===== src/dfbac_pkg.sv =====
// Package for the data flash byte access controller
package dfbac_pkg;
    // ==========================================================
    // Register map (byte addresses on the Wishbone bus)
    localparam logic [15:0] ADDR_PTR = 16'h1C8C;
    localparam logic [15:0] ADDR_VAL = 16'h1C8E;
    localparam logic [15:0] ADDR_CTL = 16'h1C90;
    localparam logic [15:0] ADDR_UNLOCK = 16'h1C94;
    localparam logic [15:0] ADDR_STAT = 16'h1C98;
    localparam logic [15:0] ADDR_IPTR = 16'h1C9C;
    // ==========================================================
    // Control and status register bit positions
    localparam int CTL_RD = 0;
    localparam int CTL_WR = 1;
    localparam int CTL_PERMIT = 2;
    localparam int CTL_FAULT = 3;
    localparam int CTL_ERASE = 4;
    localparam int CTL_LATCH = 5;
    localparam int CTL_REGION = 6;
    localparam int STAT_IRQF = 0;
    localparam int STAT_IRQE = 1;
    // ==========================================================
    // Unlock keys, array geometry, indirect window
    localparam logic [7:0] KEY_FIRST = 8'h55;
    localparam logic [7:0] KEY_SECOND = 8'hAA;
    localparam logic [7:0] ERASED_BYTE = 8'hFF;
    localparam logic [3:0] IND_NIBBLE = 4'h7;
    localparam logic [14:0] ARRAY_BASE = 15'h7000;
    localparam int ARRAY_DEPTH = 128;
    localparam int ARRAY_AW = 7;
    localparam logic [7:0] RESET_CTL = 8'h00;
    // ==========================================================
    // Self-timed programming time
    localparam int PROG_TIME_NS = 4000;
    localparam int CLK_PERIOD_NS = 4;
    localparam int PROG_CYCLES = PROG_TIME_NS / CLK_PERIOD_NS;
    // ==========================================================
    // Controller states
    typedef enum logic [3:0] {
        DFBAC_IDLE = 4'h1,
        DFBAC_KEY1 = 4'h2,
        DFBAC_KEY2 = 4'h4,
        DFBAC_BUSY = 4'h8
    } dfbac_state_t;
    typedef struct packed {
        logic cyc;
        logic stb;
        logic we;
        logic [15:0] adr;
        logic [3:0] sel;
        logic [31:0] dat;
    } dfbac_wb_req_t;
    typedef struct packed {
        logic ack;
        logic [31:0] dat;
    } dfbac_wb_rsp_t;
    typedef struct packed {
        dfbac_state_t st;
        logic [14:0] ptr;
        logic [13:0] val;
        logic [7:0] ctl;
        logic irq_flag;
        logic irq_en;
        logic [15:0] iptr;
        logic [7:0] idata;
        logic [9:0] cnt;
        logic stall;
        logic done;
        logic irq;
        logic ack;
        logic [31:0] rdat;
        logic wp_s1;
        logic wp_s2;
    } dfbac_regs_t;
endpackage


===== src/dfbac_ctrl.sv =====
// Data flash byte access controller with Wishbone register slave
//
// Function
// - One byte per operation; value register low byte, pointer selects location.
// - A write erases the location then programs it, timed internally.
// - Indirect read hits the array when pointer top nibble is 0111.
// - Indirect read of an unimplemented array address returns zero.
// - Indirect path is read-only; no store reaches the array.
// - Protect configuration zero blocks every erase and write.
// - Read start fetches the byte into the value register next cycle.
// - Value register keeps the fetched byte until reread or overwritten.
// - Read start bit clears itself when the read completes.
// - Program start accepted only after 55h then AAh unlock writes.
// - Unlock steps must be back to back; disturbance aborts the operation.
// - CPU stalled from program start until the operation finishes.
// - Erase is a write of FFh with the normal steps.
// - Start on a protected address clears the start bit, memory unchanged.
// - Completion clears start bit, sets done flag, interrupts if enabled.
// - Fault flag set on protected start, reset mid-write, broken unlock.
// - Software may set the fault flag; hardware never clears it.
// - Fifteen-bit pointer; its top bit reads undefined while busy.
// - Region bit 6 selects the byte array when one.
// - Latch-only without erase only updates the latch, no memory operation.
// - Program permit clear refuses any erase or programming cycle.
// - Writing zero to the start bit does not abort an operation.
`timescale 1ns/1ps
// ==========================================================
// Operating notes
//
// Bus slave
// Classic single-cycle slave, one wait state.
// Taken when cyc and stb high and ack low.
// Ack and read data from flops, one cycle each.
// Low ack stops a double take of one request.
// Master drops stb at the ack edge.
// Register writes land at the taken edge.
// Read data samples registers at the taken edge.
// Unmapped reads give zero, still acked.
// Unmapped writes dropped, still acked.
// Lane 0 carries every low byte.
// Lane 1 carries upper pointer and value bits.
// Lanes 2 and 3 ignored on writes; lane 2 returns indirect read data.
// Sel gates writes only.
// Stall is advisory; CPU holds off while high.
//
// Pointer and value
// Pointer holds a fifteen-bit location.
// Array is one 128-byte pointer window.
// Locations off the window read zero.
// Value holds fourteen bits; low byte is data.
// Upper value bits are storage only.
// Value changes by software write or read.
// A running write uses pointer as it stands.
//
// Control bits
// Region, latch-only, permit: plain storage.
// Erase select set by software, cleared at end.
// Fault read/write; hardware only sets it.
// Software may write fault as one for tests.
// Start-program set only by an accepted start.
// Start-read never reads back as one.
// Zero to start-program while busy ignored.
//
// Read path
// Start-read, region one: fetch pointed byte.
// Byte sits in value register at ack edge.
// No stall; fetch takes one cycle.
// Start-read and region may share one write.
// Start-read ignored while a write runs.
// Region zero or off-array pointer reads zero.
//
// Unlock sequencer
// First key moves idle to first-key state.
// Second key moves on to second-key state.
// Next request must be the start write.
// Any other request between steps aborts.
// Wrong second key aborts the same way.
// Abort sets the fault flag.
// Idle cycles between steps tolerated.
// Keys checked on lane 0 only.
// Start write outside the sequence dropped.
// Software keeps interrupts off meanwhile.
//
// Start checks, highest first
// Permit clear: dropped, no fault.
// Protected, region one: dropped, fault.
// Latch-only, no erase: dropped, no fault.
// Latch-only ignored with erase selected.
// Otherwise the self-timed write begins.
//
// Self-timed write
// Counter loads programming time in cycles.
// Stall rises at the accepting edge.
// Counter steps down once per cycle.
// Byte stored at the last count.
// Erase and program collapse to one store.
// Region zero runs timer, stores nothing.
// End clears start-program and erase.
// End sets done flag; set beats clear.
// Stall falls with the store.
// Pointer writes while busy move the store.
//
// Interrupt
// Output is done flag and enable, registered.
// Enable alone does not raise it.
// Software clears done flag via status.
//
// Indirect window
// Top nibble 0111 steers into the array.
// Lower pointer bits select the byte.
// Read byte lags pointer by one cycle.
// Misses read zero.
// Pointer reads back in bits 15:0.
// No write path at all.
//
// Protection input
// Level passes two flops before use.
// Low blocks every array write.
// Change only with no start pending.
//
// Reset
// Synchronous; clears all but the array.
// Array contents survive reset.
// Flops read zero from first reset edge.
// In-flight flag seen one cycle after release.
// Set in-flight flag marks the fault.
//
// Limits
// No row latches; latch-only starts idle.
// No program flash behind region zero.
// Pointer top bit not masked while busy.

module dfbac_ctrl (
    input wire logic sys_clk,
    input wire logic reset,
    input wire logic wb_cyc_i,
    input wire logic wb_stb_i,
    input wire logic wb_we_i,
    input wire logic [15:0] wb_adr_i,
    input wire logic [3:0] wb_sel_i,
    input wire logic [31:0] wb_dat_i,
    output logic wb_ack_o,
    output logic [31:0] wb_dat_o,
    input wire logic byte_array_protect_cfg,
    input wire logic write_in_flight_at_reset,
    output logic cpu_stall,
    output logic completion_irq
);
    // ==========================================================
    // Storage and state
    logic [7:0] byte_nv_array [dfbac_pkg::ARRAY_DEPTH];
    dfbac_pkg::dfbac_regs_t r_q;
    dfbac_pkg::dfbac_regs_t r_d;
    logic [7:0] arr_rd;
    logic [7:0] ind_rd;
    logic arr_we;
    logic boot_q;

    // Array address decode, used by the register and indirect paths
    localparam int ARRAY_AW = dfbac_pkg::ARRAY_AW;
    function automatic logic in_array(input logic [14:0] a);
        in_array = (a[14:ARRAY_AW] ==
            dfbac_pkg::ARRAY_BASE[14:dfbac_pkg::ARRAY_AW]);
    endfunction

    wire logic req = wb_cyc_i & wb_stb_i & ~r_q.ack;
    wire logic wr = req & wb_we_i;
    wire logic lane0 = wb_sel_i[0];
    wire logic [7:0] b0 = wb_dat_i[7:0];
    wire logic hit_ctl = (wb_adr_i == dfbac_pkg::ADDR_CTL);
    wire logic hit_key = (wb_adr_i == dfbac_pkg::ADDR_UNLOCK);
    wire logic [6:0] aidx = r_q.ptr[6:0];
    wire logic [6:0] iidx = r_q.iptr[6:0];

    // Array read ports
    assign arr_rd = byte_nv_array[aidx];
    assign ind_rd = byte_nv_array[iidx];

    // ==========================================================
    // Next-state logic
    always_comb begin
        r_d = r_q;
        r_d.ack = req;
        r_d.done = 1'b0;
        r_d.wp_s1 = byte_array_protect_cfg;
        r_d.wp_s2 = r_q.wp_s1;
        arr_we = 1'b0;
        // Register writes
        if (wr) begin
            case (wb_adr_i)
                dfbac_pkg::ADDR_PTR: begin
                    if (lane0) begin
                        r_d.ptr[7:0] = b0;
                    end
                    if (wb_sel_i[1]) begin
                        r_d.ptr[14:8] = wb_dat_i[14:8];
                    end
                end
                dfbac_pkg::ADDR_VAL: begin
                    if (lane0) begin
                        r_d.val[7:0] = b0;
                    end
                    if (wb_sel_i[1]) begin
                        r_d.val[13:8] = wb_dat_i[13:8];
                    end
                end
                dfbac_pkg::ADDR_CTL: begin
                    if (lane0) begin
                        r_d.ctl[dfbac_pkg::CTL_REGION] =
                            b0[dfbac_pkg::CTL_REGION];
                        r_d.ctl[dfbac_pkg::CTL_LATCH] =
                            b0[dfbac_pkg::CTL_LATCH];
                        r_d.ctl[dfbac_pkg::CTL_PERMIT] =
                            b0[dfbac_pkg::CTL_PERMIT];
                        r_d.ctl[dfbac_pkg::CTL_ERASE] =
                            r_q.ctl[dfbac_pkg::CTL_ERASE] |
                            b0[dfbac_pkg::CTL_ERASE];
                        r_d.ctl[dfbac_pkg::CTL_FAULT] =
                            b0[dfbac_pkg::CTL_FAULT];
                    end
                end
                dfbac_pkg::ADDR_STAT: begin
                    if (lane0) begin
                        r_d.irq_en = b0[dfbac_pkg::STAT_IRQE];
                        r_d.irq_flag = b0[dfbac_pkg::STAT_IRQF];
                    end
                end
                dfbac_pkg::ADDR_IPTR: begin
                    if (lane0) begin
                        r_d.iptr[7:0] = b0;
                    end
                    if (wb_sel_i[1]) begin
                        r_d.iptr[15:8] = wb_dat_i[15:8];
                    end
                end
                default: begin
                end
            endcase
        end
        // Indirect read, read-only path
        if (r_q.iptr[15:12] == dfbac_pkg::IND_NIBBLE &&
            in_array({1'b1, r_q.iptr[13:0]})) begin
            r_d.idata = ind_rd;
        end else begin
            r_d.idata = 8'h00;
        end
        // Read start: byte lands in value register next cycle
        if (wr && hit_ctl && lane0 && b0[dfbac_pkg::CTL_RD] &&
            r_q.st != dfbac_pkg::DFBAC_BUSY) begin
            if (b0[dfbac_pkg::CTL_REGION] && in_array(r_q.ptr)) begin
                r_d.val = {6'h00, arr_rd};
            end else begin
                r_d.val = 14'h0000;
            end
            r_d.ctl[dfbac_pkg::CTL_RD] = 1'b0;
        end
        // Unlock sequencer and self-timed write
        case (r_q.st)
            dfbac_pkg::DFBAC_IDLE: begin
                if (wr && hit_key && lane0 && b0 == dfbac_pkg::KEY_FIRST) begin
                    r_d.st = dfbac_pkg::DFBAC_KEY1;
                end else if (wr && hit_ctl && lane0 &&
                             b0[dfbac_pkg::CTL_WR]) begin
                    r_d.ctl[dfbac_pkg::CTL_WR] = 1'b0;
                end
            end
            dfbac_pkg::DFBAC_KEY1: begin
                if (req) begin
                    if (wr && hit_key && lane0 &&
                        b0 == dfbac_pkg::KEY_SECOND) begin
                        r_d.st = dfbac_pkg::DFBAC_KEY2;
                    end else begin
                        r_d.st = dfbac_pkg::DFBAC_IDLE;
                        r_d.ctl[dfbac_pkg::CTL_FAULT] = 1'b1;
                    end
                end
            end
            dfbac_pkg::DFBAC_KEY2: begin
                if (req) begin
                    r_d.st = dfbac_pkg::DFBAC_IDLE;
                    if (wr && hit_ctl && lane0 && b0[dfbac_pkg::CTL_WR]) begin
                        if (!b0[dfbac_pkg::CTL_PERMIT]) begin
                            r_d.ctl[dfbac_pkg::CTL_WR] = 1'b0;
                        end else if (!r_q.wp_s2 &&
                                     b0[dfbac_pkg::CTL_REGION]) begin
                            r_d.ctl[dfbac_pkg::CTL_WR] = 1'b0;
                            r_d.ctl[dfbac_pkg::CTL_FAULT] = 1'b1;
                        end else if (b0[dfbac_pkg::CTL_LATCH] &&
                                     !r_d.ctl[dfbac_pkg::CTL_ERASE]) begin
                            r_d.ctl[dfbac_pkg::CTL_WR] = 1'b0;
                        end else begin
                            r_d.ctl[dfbac_pkg::CTL_WR] = 1'b1;
                            r_d.cnt = 10'(dfbac_pkg::PROG_CYCLES);
                            r_d.stall = 1'b1;
                            r_d.st = dfbac_pkg::DFBAC_BUSY;
                        end
                    end else begin
                        r_d.ctl[dfbac_pkg::CTL_FAULT] = 1'b1;
                    end
                end
            end
            dfbac_pkg::DFBAC_BUSY: begin
                r_d.ctl[dfbac_pkg::CTL_WR] = 1'b1;
                if (r_q.cnt == 10'h001) begin
                    r_d.cnt = 10'h000;
                    r_d.stall = 1'b0;
                    r_d.done = 1'b1;
                    r_d.ctl[dfbac_pkg::CTL_WR] = 1'b0;
                    r_d.ctl[dfbac_pkg::CTL_ERASE] = 1'b0;
                    r_d.irq_flag = 1'b1;
                    r_d.st = dfbac_pkg::DFBAC_IDLE;
                    if (r_q.ctl[dfbac_pkg::CTL_REGION] &&
                        in_array(r_q.ptr)) begin
                        arr_we = 1'b1;
                    end
                end else begin
                    r_d.cnt = r_q.cnt - 10'h001;
                end
            end
            default: begin
                r_d.st = dfbac_pkg::DFBAC_IDLE;
            end
        endcase
        r_d.irq = r_d.irq_flag & r_d.irq_en;
        // Register readback
        r_d.rdat = 32'h0000_0000;
        if (req && !wb_we_i) begin
            case (wb_adr_i)
                dfbac_pkg::ADDR_PTR: begin
                    r_d.rdat = {17'h00000, r_q.ptr};
                end
                dfbac_pkg::ADDR_VAL: r_d.rdat = {18'h00000, r_q.val};
                dfbac_pkg::ADDR_CTL: r_d.rdat = {24'h000000, r_q.ctl};
                dfbac_pkg::ADDR_STAT: begin
                    r_d.rdat = {30'h00000000, r_q.irq_en, r_q.irq_flag};
                end
                dfbac_pkg::ADDR_IPTR: begin
                    r_d.rdat = {8'h00, r_q.idata, r_q.iptr};
                end
                default: r_d.rdat = 32'h0000_0000;
            endcase
        end
    end

    // ==========================================================
    // State register with synchronous reset
    always_ff @(posedge sys_clk) begin
        boot_q <= reset;
        if (reset) begin
            r_q <= '0;
            r_q.st <= dfbac_pkg::DFBAC_IDLE;
            r_q.ctl <= dfbac_pkg::RESET_CTL;
        end else begin
            r_q <= r_d;
            if (boot_q && write_in_flight_at_reset) begin
                r_q.ctl[dfbac_pkg::CTL_FAULT] <= 1'b1;
            end
        end
    end

    // Array write, erase-before-write collapses to a byte store
    always_ff @(posedge sys_clk) begin
        if (arr_we) begin
            byte_nv_array[aidx] <= r_q.val[7:0];
        end
    end

    // Outputs straight from flops
    assign wb_ack_o = r_q.ack;
    assign wb_dat_o = r_q.rdat;
    assign cpu_stall = r_q.stall;
    assign completion_irq = r_q.irq;
endmodule // dfbac_ctrl


===== config.mk =====
export PLATFORM = sky130hd
export DESIGN_NAME = dfbac_ctrl
export DESIGN_NICKNAME = d
export VERILOG_FILES = /design/src/dfbac_pkg.sv /design/src/dfbac_ctrl.sv
export SDC_FILE = /design/constraint.sdc
export NUM_CORES = 1
export LEC_CHECK = 0
export BUFFER_PORTS_ARGS = -buffer_cell sky130_fd_sc_hd__buf_4
export CAP_MARGIN = 20
export CORE_UTILIZATION = 25
export CTS_BUF_LIST = sky130_fd_sc_hd__clkbuf_2 sky130_fd_sc_hd__clkbuf_4 sky130_fd_sc_hd__clkbuf_8
export DETAILED_ROUTE_END_ITERATION = 10
export GPL_ROUTABILITY_DRIVEN = 0
export PLACE_DENSITY = 0.38
export SYNTH_ARGS = -nofsm -noshare
export SYNTH_HDL_FRONTEND = slang
export SYNTH_SLANG_ARGS = --single-unit

===== constraint.sdc =====
create_clock -name sys_clk -period 3.15 [get_ports sys_clk]
set_clock_uncertainty 0.15 [all_clocks]
set_input_delay 0.63 -clock sys_clk [delete_from_list [all_inputs] [get_ports sys_clk]]
set_output_delay 0.63 -clock sys_clk [all_outputs]
set_load 0.005 [all_outputs]

### Yosys cells after proc, flatten, opt, wreduce, memory -nomap -nowiden

Memory sizes are Yosys's and may differ from the RTL's. A register that Yosys moved wholly into a read port is not among the register bits.
Cells that the tools add are included.

| storage, ports and cells | value |
|---|---|
| register bits | 105 |
| bits in latches | 0 |
| memory bits (writable) | 1024 |
| bits in read-only memories | 0 |
| logic and storage cells | 157 |
| memories | 1 |

| cells by class | value |
|---|---|
| add/sub/neg operators | 1 |
| multiply operators | 0 |
| divide/modulo/power cells | 0 |
| magnitude comparators | 0 |
| eq/ne operators | 27 |
| shifts and indexed selects | 0 |
| mux-type cells | 62 |
| bitwise gates (word level) | 8 |
| reduce and logical (&&, ||, !) cells | 38 |

Memories:

| memory | depth | width | rd ports | clocked after Yosys merged registers in | write ports | line | source |
|---|---|---|---|---|---|---|---|
| byte_nv_array | 128 | 8 | 2 | 2 | 1 | dfbac_ctrl.sv:151 | `logic [7:0] byte_nv_array [dfbac_pkg::ARRAY_DEPTH];` |

Operators with widths:

| operator | count |
|---|---|
| $pmux 24 s5 | 1 |
| $eq 16x13->1 const B | 6 |
| $mux 11 | 5 |
| $mux 14 | 3 |
| $mux 4 | 8 |
| $mux 8 | 4 |
| $mux 1 | 24 |
| $pmux 11 s2 | 1 |
| $reduce_and 3->1 | 7 |
| $ne 2x2->1 const B | 10 |
| $mux 18 | 1 |
| $eq 8x8->1 const B | 2 |
| $logic_and 1x1->1 | 16 |
| $mux 16 | 1 |
| $pmux 4 s4 | 1 |
| $mux 7 | 2 |
| $mux 3 | 4 |
| $eq 10x1->1 const B | 1 |
| $mux 10 | 1 |
| $reduce_bool 2->1 | 5 |
| $sub 10x1->10 const B | 1 |
| $eq 4x3->1 const B | 2 |
| $eq 8x7->1 const B | 1 |
| $eq 7x7->1 const B | 1 |
| 18 further kinds | 28 |

### Longest topological paths before layout

Gate-level depths: netlist of the first run.

| depth | value |
|---|---|
| depth after elaboration | 12 |
| gate-level depth with buffers | 12 |

### Worst setup path after synthesis of the first run

Ideal clock, no wire load.

| timing path | value |
|---|---|
| kind | register -> register |
| from | reg r_q[84] (netlist name) |
| to | reg r_q[84] (netlist name) |
| setup time | 70 ps |
| arrival time | 2639 ps |
| data required time | 2930 ps |
| path slack | 292 ps |
| stages on the path, launching flop included | 5 |
| path buffers | 0 |
| period minus slack after synthesis | 2858 ps |
| cells stage by stage | dfxtp_1 mux2_2 nor2_1 a211o_1 a21oi_1 |

RTL lines:

| element | line | source |
|---|---|---|
| to (signal assigned) | dfbac_ctrl.sv:354 | `r_q <= r_d;` |
| to (decl) | dfbac_ctrl.sv:152 | `dfbac_pkg::dfbac_regs_t r_q;` |

==> qor.log, run 1 <==
INFO  outcome        outcome=completed
INFO  floorplan      placeableCoreArea=210000um^2
INFO  logic_synthesis proportion_of_synthesized_chip_area_in_sequential_cells=62.6%
INFO  logic_synthesis async_flop_share=0%
INFO  power_and_ir_drop power-per-cell-area=469nW/um^2
INFO  logic_synthesis avgSynthCellArea=18.1um^2
INFO  setup_path     crit_path_end_kind=flip-flop
INFO  layout         final_cell_area=65000um^2
INFO  global_routing number_of_antenna_violations_at_the_first_check_in_global_routing=11
INFO  floorplan      initial_core_util=25.1%
INFO  global_routing global_route.usage.total=18.4%
INFO  placement      place.port_buffers=67
INFO  sta            rsz0062_at_grt=yes
INFO  global_routing grt_overflow_total=0
INFO  floorplan      die_h=461um
INFO  placement      total_placed_cells_including_tap_cells=6023
INFO  detailed_routing vias=32400
INFO  detailed_routing average_wire_per_cell_in_the_routed_design=30.3um
INFO  hold_path      hold_path_class=input port to flip-flop
INFO  logic_synthesis post_synth_instance_area=52700um^2
INFO  sta            final_setup_violation_count=0
INFO  logic_synthesis synthCells=2915
INFO  clock_tree     clockBufferDepth=3
INFO  floorplan      ioPinCount=94
INFO  clock_tree     clk-insertion-delay-late=970ps
INFO  sta            timing_max_transition_violations_final=0
INFO  clock_tree     cts_sinks=1136
INFO  placement      placedInstanceArea=60100um^2
INFO  logic_synthesis number_of_enable_type_register_cells_in_the_synthesized_netlist=1024
INFO  power_and_ir_drop power.total=30.5mW
INFO  clock_tree     clk_pin_slew_worst_paths=60ps
INFO  sta            worstMarginPinSlew=1100ps
INFO  logic_synthesis ys_dominant_reg_cell=sky130_fd_sc_hd__edfxtp_1
INFO  clock_tree     cts_htree_levels=4
INFO  global_routing wire_length_of_the_first_global_routing_pass=272mm
INFO  sta            timing.final.crit_period=3100ps
INFO  power_and_ir_drop vdd.ir_drop.worst=0.000264V
INFO  clock_tree     clock_tree_from_tritoncts=yes
INFO  layout         multi_input_area=18500um^2
INFO  global_routing pin_count_of_the_biggest_net_entering_global_routing=98
INFO  clock_tree     clock_tree.root_cell=sky130_fd_sc_hd__clkbuf_8
INFO  logic_synthesis postSynthRegisterBits=1136
INFO  global_routing number_of_global_route_vias_before_repair=34000
INFO  detailed_routing antenna_left=0
INFO  detailed_routing dr.first_iter.drc_count=2975
INFO  layout         syn_to_final_growth=23.4%
INFO  setup_path     cp-start-kind=flip-flop
INFO  setup_path     worst-setup-path-type=flip-flop to flip-flop
INFO  sta            final-hold-violation-count=0
INFO  floorplan      std_cell_rows=168
INFO  floorplan      fp.dieArea=213000um^2
INFO  clock_tree     cts_inserted_buffers=202
INFO  sta            max-slew-margin-rel=26.7%
INFO  sta            post-route-period-util=98.4%
INFO  power_and_ir_drop total_leakage_power=23.1nW
INFO  detailed_routing detail_route.first_pass.iterations=6
INFO  logic_synthesis synth_cell_type_count=76
INFO  layout         drive_gt1_share=41.8%
INFO  layout         layout.core_utilization=31.0%
INFO  setup_path     cp_data_arrival_time=3800ps
INFO  sta            achievable-frequency=323MHz
INFO  logic_synthesis synth.yosys.warnings=0
INFO  setup_path     worst-path-max-fanout=16
INFO  job            maxCapViolations=0
INFO  layout         final_net_count=3558
INFO  detailed_routing route.detailed.drc=0
INFO  layout         seq_area=33100um^2
INFO  layout         layoutNonFillerInstCount=6482
INFO  detailed_routing avgViaCountPerCell=4.99
INFO  setup_path     worstPathRequired=3850ps
INFO  layout         filler_cell_count=20400
INFO  floorplan      die_width=461um
INFO  placement      post-dp-hpwl=136mm
INFO  detailed_routing overall_routed_net_length=196mm
power by group:
part | switching, mW | leakage [nW] | total, mW | internal [mW]
Clock | 6.55 | 2.14 | 14.0 | 7.48
Sequential | 0.0177 | 12.8 | 16.2 | 16.2
Combinational | 0.140 | 8.08 | 0.263 | 0.124
Total | 6.71 | 23.1 | 30.5 | 23.8
what timing repair did:
action | in CTS | in global routing
cloned | 0 | 1
endpoints found under the setup margin | 34 | 985
setup buffers | 5 | 33
hold buffers | 35 | 0
endpoints found under the hold margin | 84 | 0
resized for setup | 13 | 21
pin swaps | 0 | 1
per-layer routing:
metal / wire (um) / part of all wire [%] / up-vias / global-route usage (%)
met5: 12 / 0.0061 / - / 0
met2: 92200 / 47 / 1251 / 29.5
li1: - / - / 13500 / -
met3: 12700 / 6.5 / 292 / 3.41
met1: 85000 / 43 / 17400 / 25.0
met4: 6270 / 3.2 / 2 / 6.02
cell usage in the layout, fill, tap and decap left out, types with 18 or more instances in the layout:
| master | instances |
|---|---|
| sky130_fd_sc_hd__clkinv_1 | 53 |
| sky130_fd_sc_hd__a21oi_1 | 57 |
| sky130_fd_sc_hd__a22oi_1 | 43 |
| sky130_fd_sc_hd__clkinv_2 | 27 |
| sky130_fd_sc_hd__o21ai_0 | 33 |
| sky130_fd_sc_hd__o22ai_1 | 28 |
| sky130_fd_sc_hd__clkbuf_8 | 220 |
| sky130_fd_sc_hd__dlygate4sd3_1 | 35 |
| sky130_fd_sc_hd__nand3_1 | 45 |
| sky130_fd_sc_hd__nand2_1 | 108 |
| sky130_fd_sc_hd__buf_12 | 74 |
| sky130_fd_sc_hd__and2_1 | 18 |
| sky130_fd_sc_hd__mux2i_1 | 106 |
| sky130_fd_sc_hd__clkbuf_4 | 61 |
| sky130_fd_sc_hd__mux2_2 | 32 |
| sky130_fd_sc_hd__buf_4 | 490 |
| sky130_fd_sc_hd__nor2_1 | 230 |
| sky130_fd_sc_hd__edfxtp_1 | 1024 |
| sky130_fd_sc_hd__nor2b_1 | 19 |
| sky130_fd_sc_hd__mux4_2 | 543 |
| sky130_fd_sc_hd__dfxtp_1 | 94 |
final timing paths:
check / startpoint / end / slack [ps] / depth (start not counted)
worst max-delay path: iidx[0] / r_q[53] / 50 / 8
worst min-delay path: wb_sel_i[1] / r_q[67] / 180 / 6
worst max register to register: iidx[0] / r_q[53] / 50 / 8
worst min register to register: r_d[0] / r_q[0] / 310 / 1
state kept, by name, indices dropped and copies added (netlist names), named ones only:
signal          cells
aidx                7
boot_q              1
byte_nv_array    1024
completion_irq      1
cpu_stall           1
iidx                7
r_d                 1
r_q                62
wb_ack_o            1
wb_dat_o           24
Yosys cell counts, drive strengths merged (5+ instances only):
cell	count	area (um^2)
nor4	19	161
nor3	21	143
o31ai	11	82.6
a221oi	12	105
o211ai	11	82.6
o22ai	30	188
dfxtp	112	2240
and3	8	50.1
mux4	543	12200
mux2i	107	1070
a221o	9	90.1
or3	7	43.8
a211o	6	52.6
nor2	239	897
and2	19	119
nand4	6	43.8
o21bai	6	45.0
o21ai	34	170
a31oi	8	50.1
a211oi	9	67.6
a222oi	12	120
nor2b	21	131
clkbuf	102	383
nand2	112	423
nor4b	6	65.1
a22oi	43	323
nand2b	14	87.6
a22o	8	70.1
nand4b	5	43.8
a311oi	6	52.6
nand3	46	235
mux2	32	360
inv	12	45.0
edfxtp	1024	30700
a21oi	58	290
buf	139	880
worst max-delay path, cell delays in order (launching register included):
cell and delay, ps:
sky130_fd_sc_hd__dfxtp_4 460, sky130_fd_sc_hd__buf_12 170, sky130_fd_sc_hd__buf_16 170, sky130_fd_sc_hd__buf_4 140
sky130_fd_sc_hd__mux4_2 480, sky130_fd_sc_hd__mux4_2 570, sky130_fd_sc_hd__mux2i_1 300, sky130_fd_sc_hd__o22ai_1 210
sky130_fd_sc_hd__a221o_1 310
area by class of cell:
class | count | area share [%]
Tap cell | 2805 | 5.40
Clock inverter | 97 | 0.903
Inverter | 15 | 0.0866
Clock buffer | 281 | 5.36
Timing Repair Buffer | 612 | 8.92
Multi-Input combinational cell | 1530 | 28.5
Sequential cell | 1136 | 50.8
Antenna cell | 6 | 0.0231
metrics by stage:
stage / setup TNS [ps] / setup slack, ps / hold WS [ps]
after CTS: 0 / 1.45 / 58.0
after floorplan: 0 / 292 / 256
after detailed placement: -1880 / -164 / 303
after global routing: -153 / -22.8 / 128
final: 0 / 50.0 / 183
after global placement: -3650 / -163 / 296
cells by family (layout without fill, tap and decap cells):
logic type | Yosys count | after routing | synth area share, %
flops | 1136 | 1136 | 62.6
buf+inv | 256 | 1005 | 2.50
other cells | 1 | 14 | 0.00712
simple gates | 538 | 538 | 4.89
mux | 682 | 682 | 25.9
fa+ha+maj | 2 | 2 | 0.0475
compound gates | 300 | 300 | 4.01
(Power assumes the default switching activity.)
==> run 2, diff against run 1 <==
- SETUP_SLACK_MARGIN: default -> 0.3
- SLEW_MARGIN: default -> 20
==> qor.log, run 2 (same netlist as run 1, synthesis figures left out) <==
INFO  outcome        outcome=completed
INFO  clock_tree     clk_pin_slew_worst_paths=60ps [about the same]
INFO  setup_path     cp-start-kind=flip-flop
INFO  detailed_routing overall_routed_net_length=202mm [+2.8%]
INFO  detailed_routing antenna_left=0 [unchanged]
INFO  layout         flip_flop_count_of_the_largest_register_after_layout=1024 [unchanged]
INFO  setup_path     worst-path-max-fanout=6 [-10]
INFO  layout         final_cell_area=67600um^2 [+4.0%]
INFO  layout         mostFrequentLayoutCells=sky130_fd_sc_hd__edfxtp_1, sky130_fd_sc_hd__mux4_2, sky130_fd_sc_hd__buf_4
INFO  setup_path     cpMaxStageDelayCell=sky130_fd_sc_hd__mux4_2
INFO  setup_path     critical_path.max_stage_delay=510ps [-60 ps]
INFO  sta            achievable-frequency=323MHz [+0.13%]
INFO  floorplan      ioPinCount=94 [unchanged]
INFO  sta            final_setup_violation_count=0 [unchanged]
INFO  placement      placedInstanceArea=60100um^2 [about the same]
INFO  detailed_routing detail_route.first_pass.iterations=5 [-1]
INFO  global_routing number_of_antenna_violations_at_the_first_check_in_global_routing=5 [-6]
INFO  detailed_routing dr.first_iter.drc_count=3125 [+5.0%]
INFO  clock_tree     cts_htree_levels=4 [unchanged]
INFO  detailed_routing route.detailed.drc=0 [unchanged]
INFO  setup_path     worst_path_dominant_cell_family=multiplexers
INFO  hold_path      whs_path_depth=2 [-4]
INFO  power_and_ir_drop sw_frac_of_total=21.6% [-0.38 points]
INFO  layout         filler_cell_count=20200 [-1.1%]
INFO  clock_tree     clock_tree_from_tritoncts=yes
INFO  global_routing pin_count_of_the_biggest_net_entering_global_routing=80 [-18%]
INFO  setup_path     worst-setup-path-type=flip-flop to flip-flop
INFO  clock_tree     cts_sinks=1136 [unchanged]
INFO  detailed_routing average_wire_per_cell_in_the_routed_design=30.9um [+2.2%]
INFO  layout         mostFrequentLayoutCell=sky130_fd_sc_hd__edfxtp_1
INFO  sta            post-route-period-util=98.3% [-0.13 points]
INFO  setup_path     crit_cells=10 [+2]
INFO  power_and_ir_drop p_seq_share=52.4% [-0.7 points]
INFO  hold_path      hold_path_class=input port to flip-flop
INFO  global_routing global_route.usage.total=18.6% [+0.24 points]
INFO  sta            rsz0062_at_grt=yes
INFO  power_and_ir_drop p_int=24.2mW [+1.8%]
INFO  sta            timing_max_transition_violations_final=0 [unchanged]
INFO  detailed_routing routed_wire_length_on_met3=11.8mm [-7.0%]
INFO  power_and_ir_drop power.share.clock=46.8% [+0.8 points]
INFO  detailed_routing highest_layer=met5
INFO  setup_path     reg2reg_depth=10 [+2]
INFO  clock_tree     clockBufferDepth=3 [unchanged]
INFO  placement      post-dp-hpwl=136mm [+0.21%]
INFO  layout         drive_gt1_share=47.0% [+5.1 points]
INFO  setup_path     worstPathCellList=buf_12, buf_12, buf_16, buf_4, mux4_2, mux4_2, mux2i_1, buf_4, o22ai_1, a221o_1
INFO  placement      dp_worst_setup_slack=-468ps [-304 ps]
INFO  power_and_ir_drop combinational_cell_fraction_of_total_power=0.8% [about the same]
INFO  sta            final-hold-violation-count=0 [unchanged]
INFO  layout         layout.core_utilization=32.3% [+1.3 points]
INFO  floorplan      initial_core_util=25.1% [unchanged]
INFO  power_and_ir_drop switchingPower=6.68mW [-0.44%]
INFO  placement      place.port_buffers=67 [unchanged]
INFO  floorplan      die_h=461um [unchanged]
INFO  placement      total_placed_cells_including_tap_cells=6034 [+0.18%]
INFO  detailed_routing vias=32700 [+1.2%]
INFO  clock_tree     clk-insertion-delay-late=960ps [about the same]
INFO  layout         registers.top_by_ff_count=byte_nv_array
INFO  detailed_routing avgViaCountPerCell=5.02 [+0.55%]
INFO  clock_tree     cts_inserted_buffers=200 [-0.99%]
INFO  setup_path     worstPathRequired=3840ps [about the same]
INFO  detailed_routing wirelength_met1=87.3mm [+2.7%]
INFO  power_and_ir_drop power-per-cell-area=457nW/um^2 [-2.6%]
INFO  power_and_ir_drop total_leakage_power=23.7nW [+2.9%]
INFO  detailed_routing met2_length=95.8mm [+3.9%]
INFO  global_routing grt_overflow_total=0 [unchanged]
INFO  sta            max-slew-margin-rel=32.4% [+5.7 points]
INFO  global_routing wire_length_of_the_first_global_routing_pass=275mm [+1.1%]
INFO  layout         final_net_count=3604 [+1.3%]
INFO  sta            timing.final.crit_period=3100ps [-4.07 ps]
INFO  sta            worstMarginPinSlew=1010ps [-85.5 ps]
INFO  setup_path     crit_path_end_kind=flip-flop
INFO  floorplan      std_cell_rows=168 [unchanged]
INFO  setup_path     critPathBufInv=5 [+2]
INFO  global_routing number_of_global_route_vias_before_repair=34400 [+1.2%]
INFO  floorplan      die_width=461um [unchanged]
INFO  sta            post-route-worst-setup-slack=54.1ps [+4.07 ps]
INFO  sta            setup_tns=0ps [unchanged]
INFO  power_and_ir_drop vdd.ir_drop.worst=0.000330V [+25%]
INFO  floorplan      fp.dieArea=213000um^2 [unchanged]
INFO  job            maxCapViolations=0 [unchanged]
INFO  layout         syn_to_final_growth=28.4%
INFO  floorplan      placeableCoreArea=210000um^2 [unchanged]
INFO  layout         layoutNonFillerInstCount=6522 [+0.62%]
INFO  setup_path     cp_data_arrival_time=3790ps [about the same]
INFO  clock_tree     clock_tree.root_cell=sky130_fd_sc_hd__clkbuf_8
==> run 2: worst paths after layout <==
kind | startpoint | endpoint | slack, ps
hold reg to reg | r_d[0] | r_q[0] | 280
hold / removal | reset | boot_q | 180
setup reg to reg | iidx[0] | r_q[53] | 50
setup / recovery | iidx[0] | r_q[53] | 50
==> run 2: through the flow <==
stage | total power, mW | hold WS (ps)
2_1_floorplan | 16.7 | 256
6_report | 30.9 | 184
4_1_cts | 31.3 | 63.8
3_3_place_gp | 16.7 | 297
5_1_grt | 31.9 | 141
3_5_place_dp | 16.7 | 300
==> run 2: area by class of cell <==
cell class	instances	area [um^2]	share of cell area (%)
Tap cell	2805	3510	5.19
Multi-Input combinational cell	1530	19500	28.8
Clock inverter	99	838	1.24
Antenna cell	8	20.0	0.0296
Clock buffer	269	3320	4.91
Sequential cell	1136	33100	48.9
Timing Repair Buffer	660	7350	10.9
Inverter	15	60.1	0.0888
==> run 2: per-layer routing <==
layer	global-route usage, %	vias to the layer above
li1	-	13600
met1	24.8	17700
met2	30.4	1200
met3	3.32	298
met4	6.35	4
met5	0	-
==> run 2: power groups by stage <==
stage                     logic, mW  clock network (mW)  registers (mW)
after floorplan               0.146                   0            16.5
after global placement        0.211                   0            16.5
after detailed placement      0.213                   0            16.5
after CTS                     0.241                14.9            16.2
after global routing          0.261                15.4            16.2
final                         0.242                14.5            16.2
==> run 2: what timing repair did <==
action | 4_1_cts | 5_1_grt
cloned | 10 | 7
endpoints found under the hold margin | 69 | 0
hold buffers | 26 | 0
pin swaps | 15 | 56
endpoints found under the setup margin | 1037 | 1030
gates resized for setup | 145 | 346
buffers inserted | 48 | 21
==> run 3, diff against run 2 <==
- clock period: 3.15 -> 3.5 ns (I/O delays scaled with it)
==> qor.log, run 3 (same netlist as run 1, synthesis figures left out) <==
INFO  outcome        outcome=completed
INFO  power_and_ir_drop total_leakage_power=22.3nW [-5.9%]
INFO  floorplan      std_cell_rows=168 [unchanged]
INFO  sta            timing.final.crit_period=3170ps [+76.5 ps]
INFO  clock_tree     cts_htree_levels=4 [unchanged]
INFO  layout         registers.top_by_ff_count=byte_nv_array
INFO  job            maxCapViolations=0 [unchanged]
INFO  power_and_ir_drop combinational_cell_fraction_of_total_power=0.8% [about the same]
INFO  floorplan      initial_core_util=25.1% [unchanged]
INFO  detailed_routing vias=32100 [-1.9%]
INFO  sta            rsz0062_at_grt=yes
INFO  detailed_routing average_wire_per_cell_in_the_routed_design=30.9um [-0.14%]
INFO  sta            post-route-worst-setup-slack=328ps [+274 ps]
INFO  sta            timing_max_transition_violations_final=0 [unchanged]
INFO  global_routing global_route.usage.total=18.4% [-0.21 points]
INFO  global_routing pin_count_of_the_biggest_net_entering_global_routing=98 [+23%]
INFO  clock_tree     clk-insertion-delay-late=970ps [about the same]
INFO  setup_path     cp_data_arrival_time=3880ps [+90 ps]
INFO  layout         multi_input_area=18500um^2 [-5.1%]
INFO  setup_path     cp-start-kind=flip-flop
INFO  layout         filler_cell_count=20500 [+1.8%]
INFO  sta            final-hold-violation-count=0 [unchanged]
INFO  detailed_routing overall_routed_net_length=197mm [-2.6%]
INFO  sta            achievable-frequency=315MHz [-2.4%]
INFO  floorplan      placeableCoreArea=210000um^2 [unchanged]
INFO  floorplan      die_h=461um [unchanged]
INFO  hold_path      hold_path_class=input port to flip-flop
INFO  power_and_ir_drop vdd.ir_drop.worst=0.000224V [-32%]
INFO  global_routing number_of_global_route_vias_before_repair=34000 [-1.1%]
INFO  detailed_routing antenna_left=0 [unchanged]
INFO  clock_tree     cts_sinks=1136 [unchanged]
INFO  setup_path     worst-setup-path-type=flip-flop to flip-flop
INFO  power_and_ir_drop power.share.clock=45.2% [-1.6 points]
INFO  detailed_routing avgViaCountPerCell=5.05 [+0.50%]
INFO  layout         mostFrequentLayoutCells=sky130_fd_sc_hd__edfxtp_1, sky130_fd_sc_hd__mux4_2, sky130_fd_sc_hd__buf_4
INFO  power_and_ir_drop switchingPower=5.91mW [-11%]
INFO  floorplan      ioPinCount=94 [unchanged]
INFO  clock_tree     clock_tree.root_cell=sky130_fd_sc_hd__clkbuf_8
INFO  layout         flip_flop_count_of_the_largest_register_after_layout=1024 [unchanged]
INFO  detailed_routing route.detailed.drc=0 [unchanged]
INFO  sta            final_setup_violation_count=0 [unchanged]
INFO  global_routing number_of_antenna_violations_at_the_first_check_in_global_routing=11 [+6]
INFO  sta            setup_tns=0ps [unchanged]
INFO  layout         drive_gt1_share=40.4% [-6.6 points]
INFO  clock_tree     clk_pin_slew_worst_paths=60ps [about the same]
INFO  setup_path     worst-path-max-fanout=9 [+3]
INFO  power_and_ir_drop p_seq_share=54.0% [+1.6 points]
INFO  power_and_ir_drop power.total=27.0mW [-13%]
INFO  setup_path     crit_path_end_kind=flip-flop
INFO  clock_tree     clockBufferDepth=3 [unchanged]
INFO  floorplan      fp.dieArea=213000um^2 [unchanged]
INFO  sta            post-route-period-util=90.6% [-7.6 points]
INFO  layout         seq_area=33100um^2 [about the same]
INFO  power_and_ir_drop sw_frac_of_total=21.9% [+0.27 points]
INFO  detailed_routing dr.first_iter.drc_count=3305 [+5.8%]
INFO  layout         mostFrequentLayoutCell=sky130_fd_sc_hd__edfxtp_1
INFO  clock_tree     clock_tree_from_tritoncts=yes
INFO  sta            worstMarginPinSlew=1060ps [+45.0 ps]
INFO  global_routing wire_length_of_the_first_global_routing_pass=272mm [-1.2%]
INFO  setup_path     worstPathRequired=4210ps [+370 ps]
INFO  placement      dp_worst_setup_slack=51.8ps [+520 ps]
INFO  detailed_routing detail_route.first_pass.iterations=7 [+2]
INFO  placement      place.port_buffers=67 [unchanged]
INFO  layout         final_net_count=3460 [-4.0%]
INFO  layout         syn_to_final_growth=20.8%
INFO  power_and_ir_drop p_int=21.1mW [-13%]
INFO  power_and_ir_drop power-per-cell-area=425nW/um^2 [-7.0%]
INFO  sta            max-slew-margin-rel=29.2% [-3.3 points]
INFO  clock_tree     cts_inserted_buffers=200 [unchanged]
INFO  placement      post-dp-hpwl=135mm [-1.0%]
INFO  global_routing grt_overflow_total=0 [unchanged]
INFO  floorplan      die_width=461um [unchanged]
## run 3: cell count changes in the layout (fill, tap and decap cells not counted), sizes merged, moves of 2 or more
cell and delta:
bufinv -9, bufbuf -3, clkinv -6, diode -2
dlygate4sd3 -3, buf -133, inv +3, clkbuf -5
## run 3: final timing paths
check | start | slack [ps] | depth (start not counted) | end
max | iidx[0] | 330 | 7 | r_q[54]
min | wb_adr_i[1] | 130 | 5 | wb_dat_o[0]
max reg2reg | iidx[0] | 330 | 7 | r_q[54]
min reg2reg | r_d[0] | 300 | 1 | r_q[0]
## run 3: final cells by class
| type | instances | share of cell area (%) |
|---|---|---|
| antenna | 6 | 0.0236 |
| clock buffer | 269 | 5.23 |
| clock inverter | 86 | 0.863 |
| inverter | 15 | 0.0885 |
| multi-input combinational | 1530 | 29.1 |
| sequential | 1136 | 51.9 |
| tap | 2805 | 5.51 |
| timing repair buffer | 516 | 7.29 |
## run 3: power by group through the flow
stage                     combinational (mW)  sequential (mW)  clock, mW
after global placement                 0.190             14.9          0
after floorplan                        0.131             14.9          0
final                                  0.214             14.6       12.2
after global routing                   0.235             14.6       13.1
after CTS                              0.215             14.6       12.6
after detailed placement               0.192             14.9          0
## run 3: routing by layer
layer / track usage, % / vias to the layer above / part of all wire, %
li1: - / 13200 / -
met1: 24.6 / 17300 / 43
met2: 29.6 / 1200 / 47
met3: 3.38 / 339 / 6.0
met4: 7.15 / 8 / 3.9
met5: 0 / - / 0.031
## run 3: critical path, cell delays in order (launching register included)
cell and delay [ps]:
sky130_fd_sc_hd__dfxtp_4 390, sky130_fd_sc_hd__buf_12 180, sky130_fd_sc_hd__buf_4 260, sky130_fd_sc_hd__mux4_2 570
sky130_fd_sc_hd__mux4_2 530, sky130_fd_sc_hd__mux2i_1 360, sky130_fd_sc_hd__o22ai_1 270, sky130_fd_sc_hd__a221o_1 320
## run 3: per-stage QoR
step	hold slack, ps	utilization [%]	std cells	area [um^2]
3_5_place_dp	295	28.2	5961	59200
4_1_cts	3.59	30.3	6349	63500
5_1_grt	60.6	30.4	6362	63600
6_report	134	30.4	6363	63700
2_1_floorplan	256	-	2922	52700
3_3_place_gp	300	28.2	5961	59200
## run 3: repair_timing
| action | 4_1_cts | 5_1_grt |
|---|---|---|
| resized for setup | 11 | 18 |
| hold buffers | 23 | 0 |
| setup buffers | 10 | 5 |
| hold endpoints to repair | 62 | 0 |
| cloned | 0 | 2 |
| setup endpoints to repair | 884 | 281 |
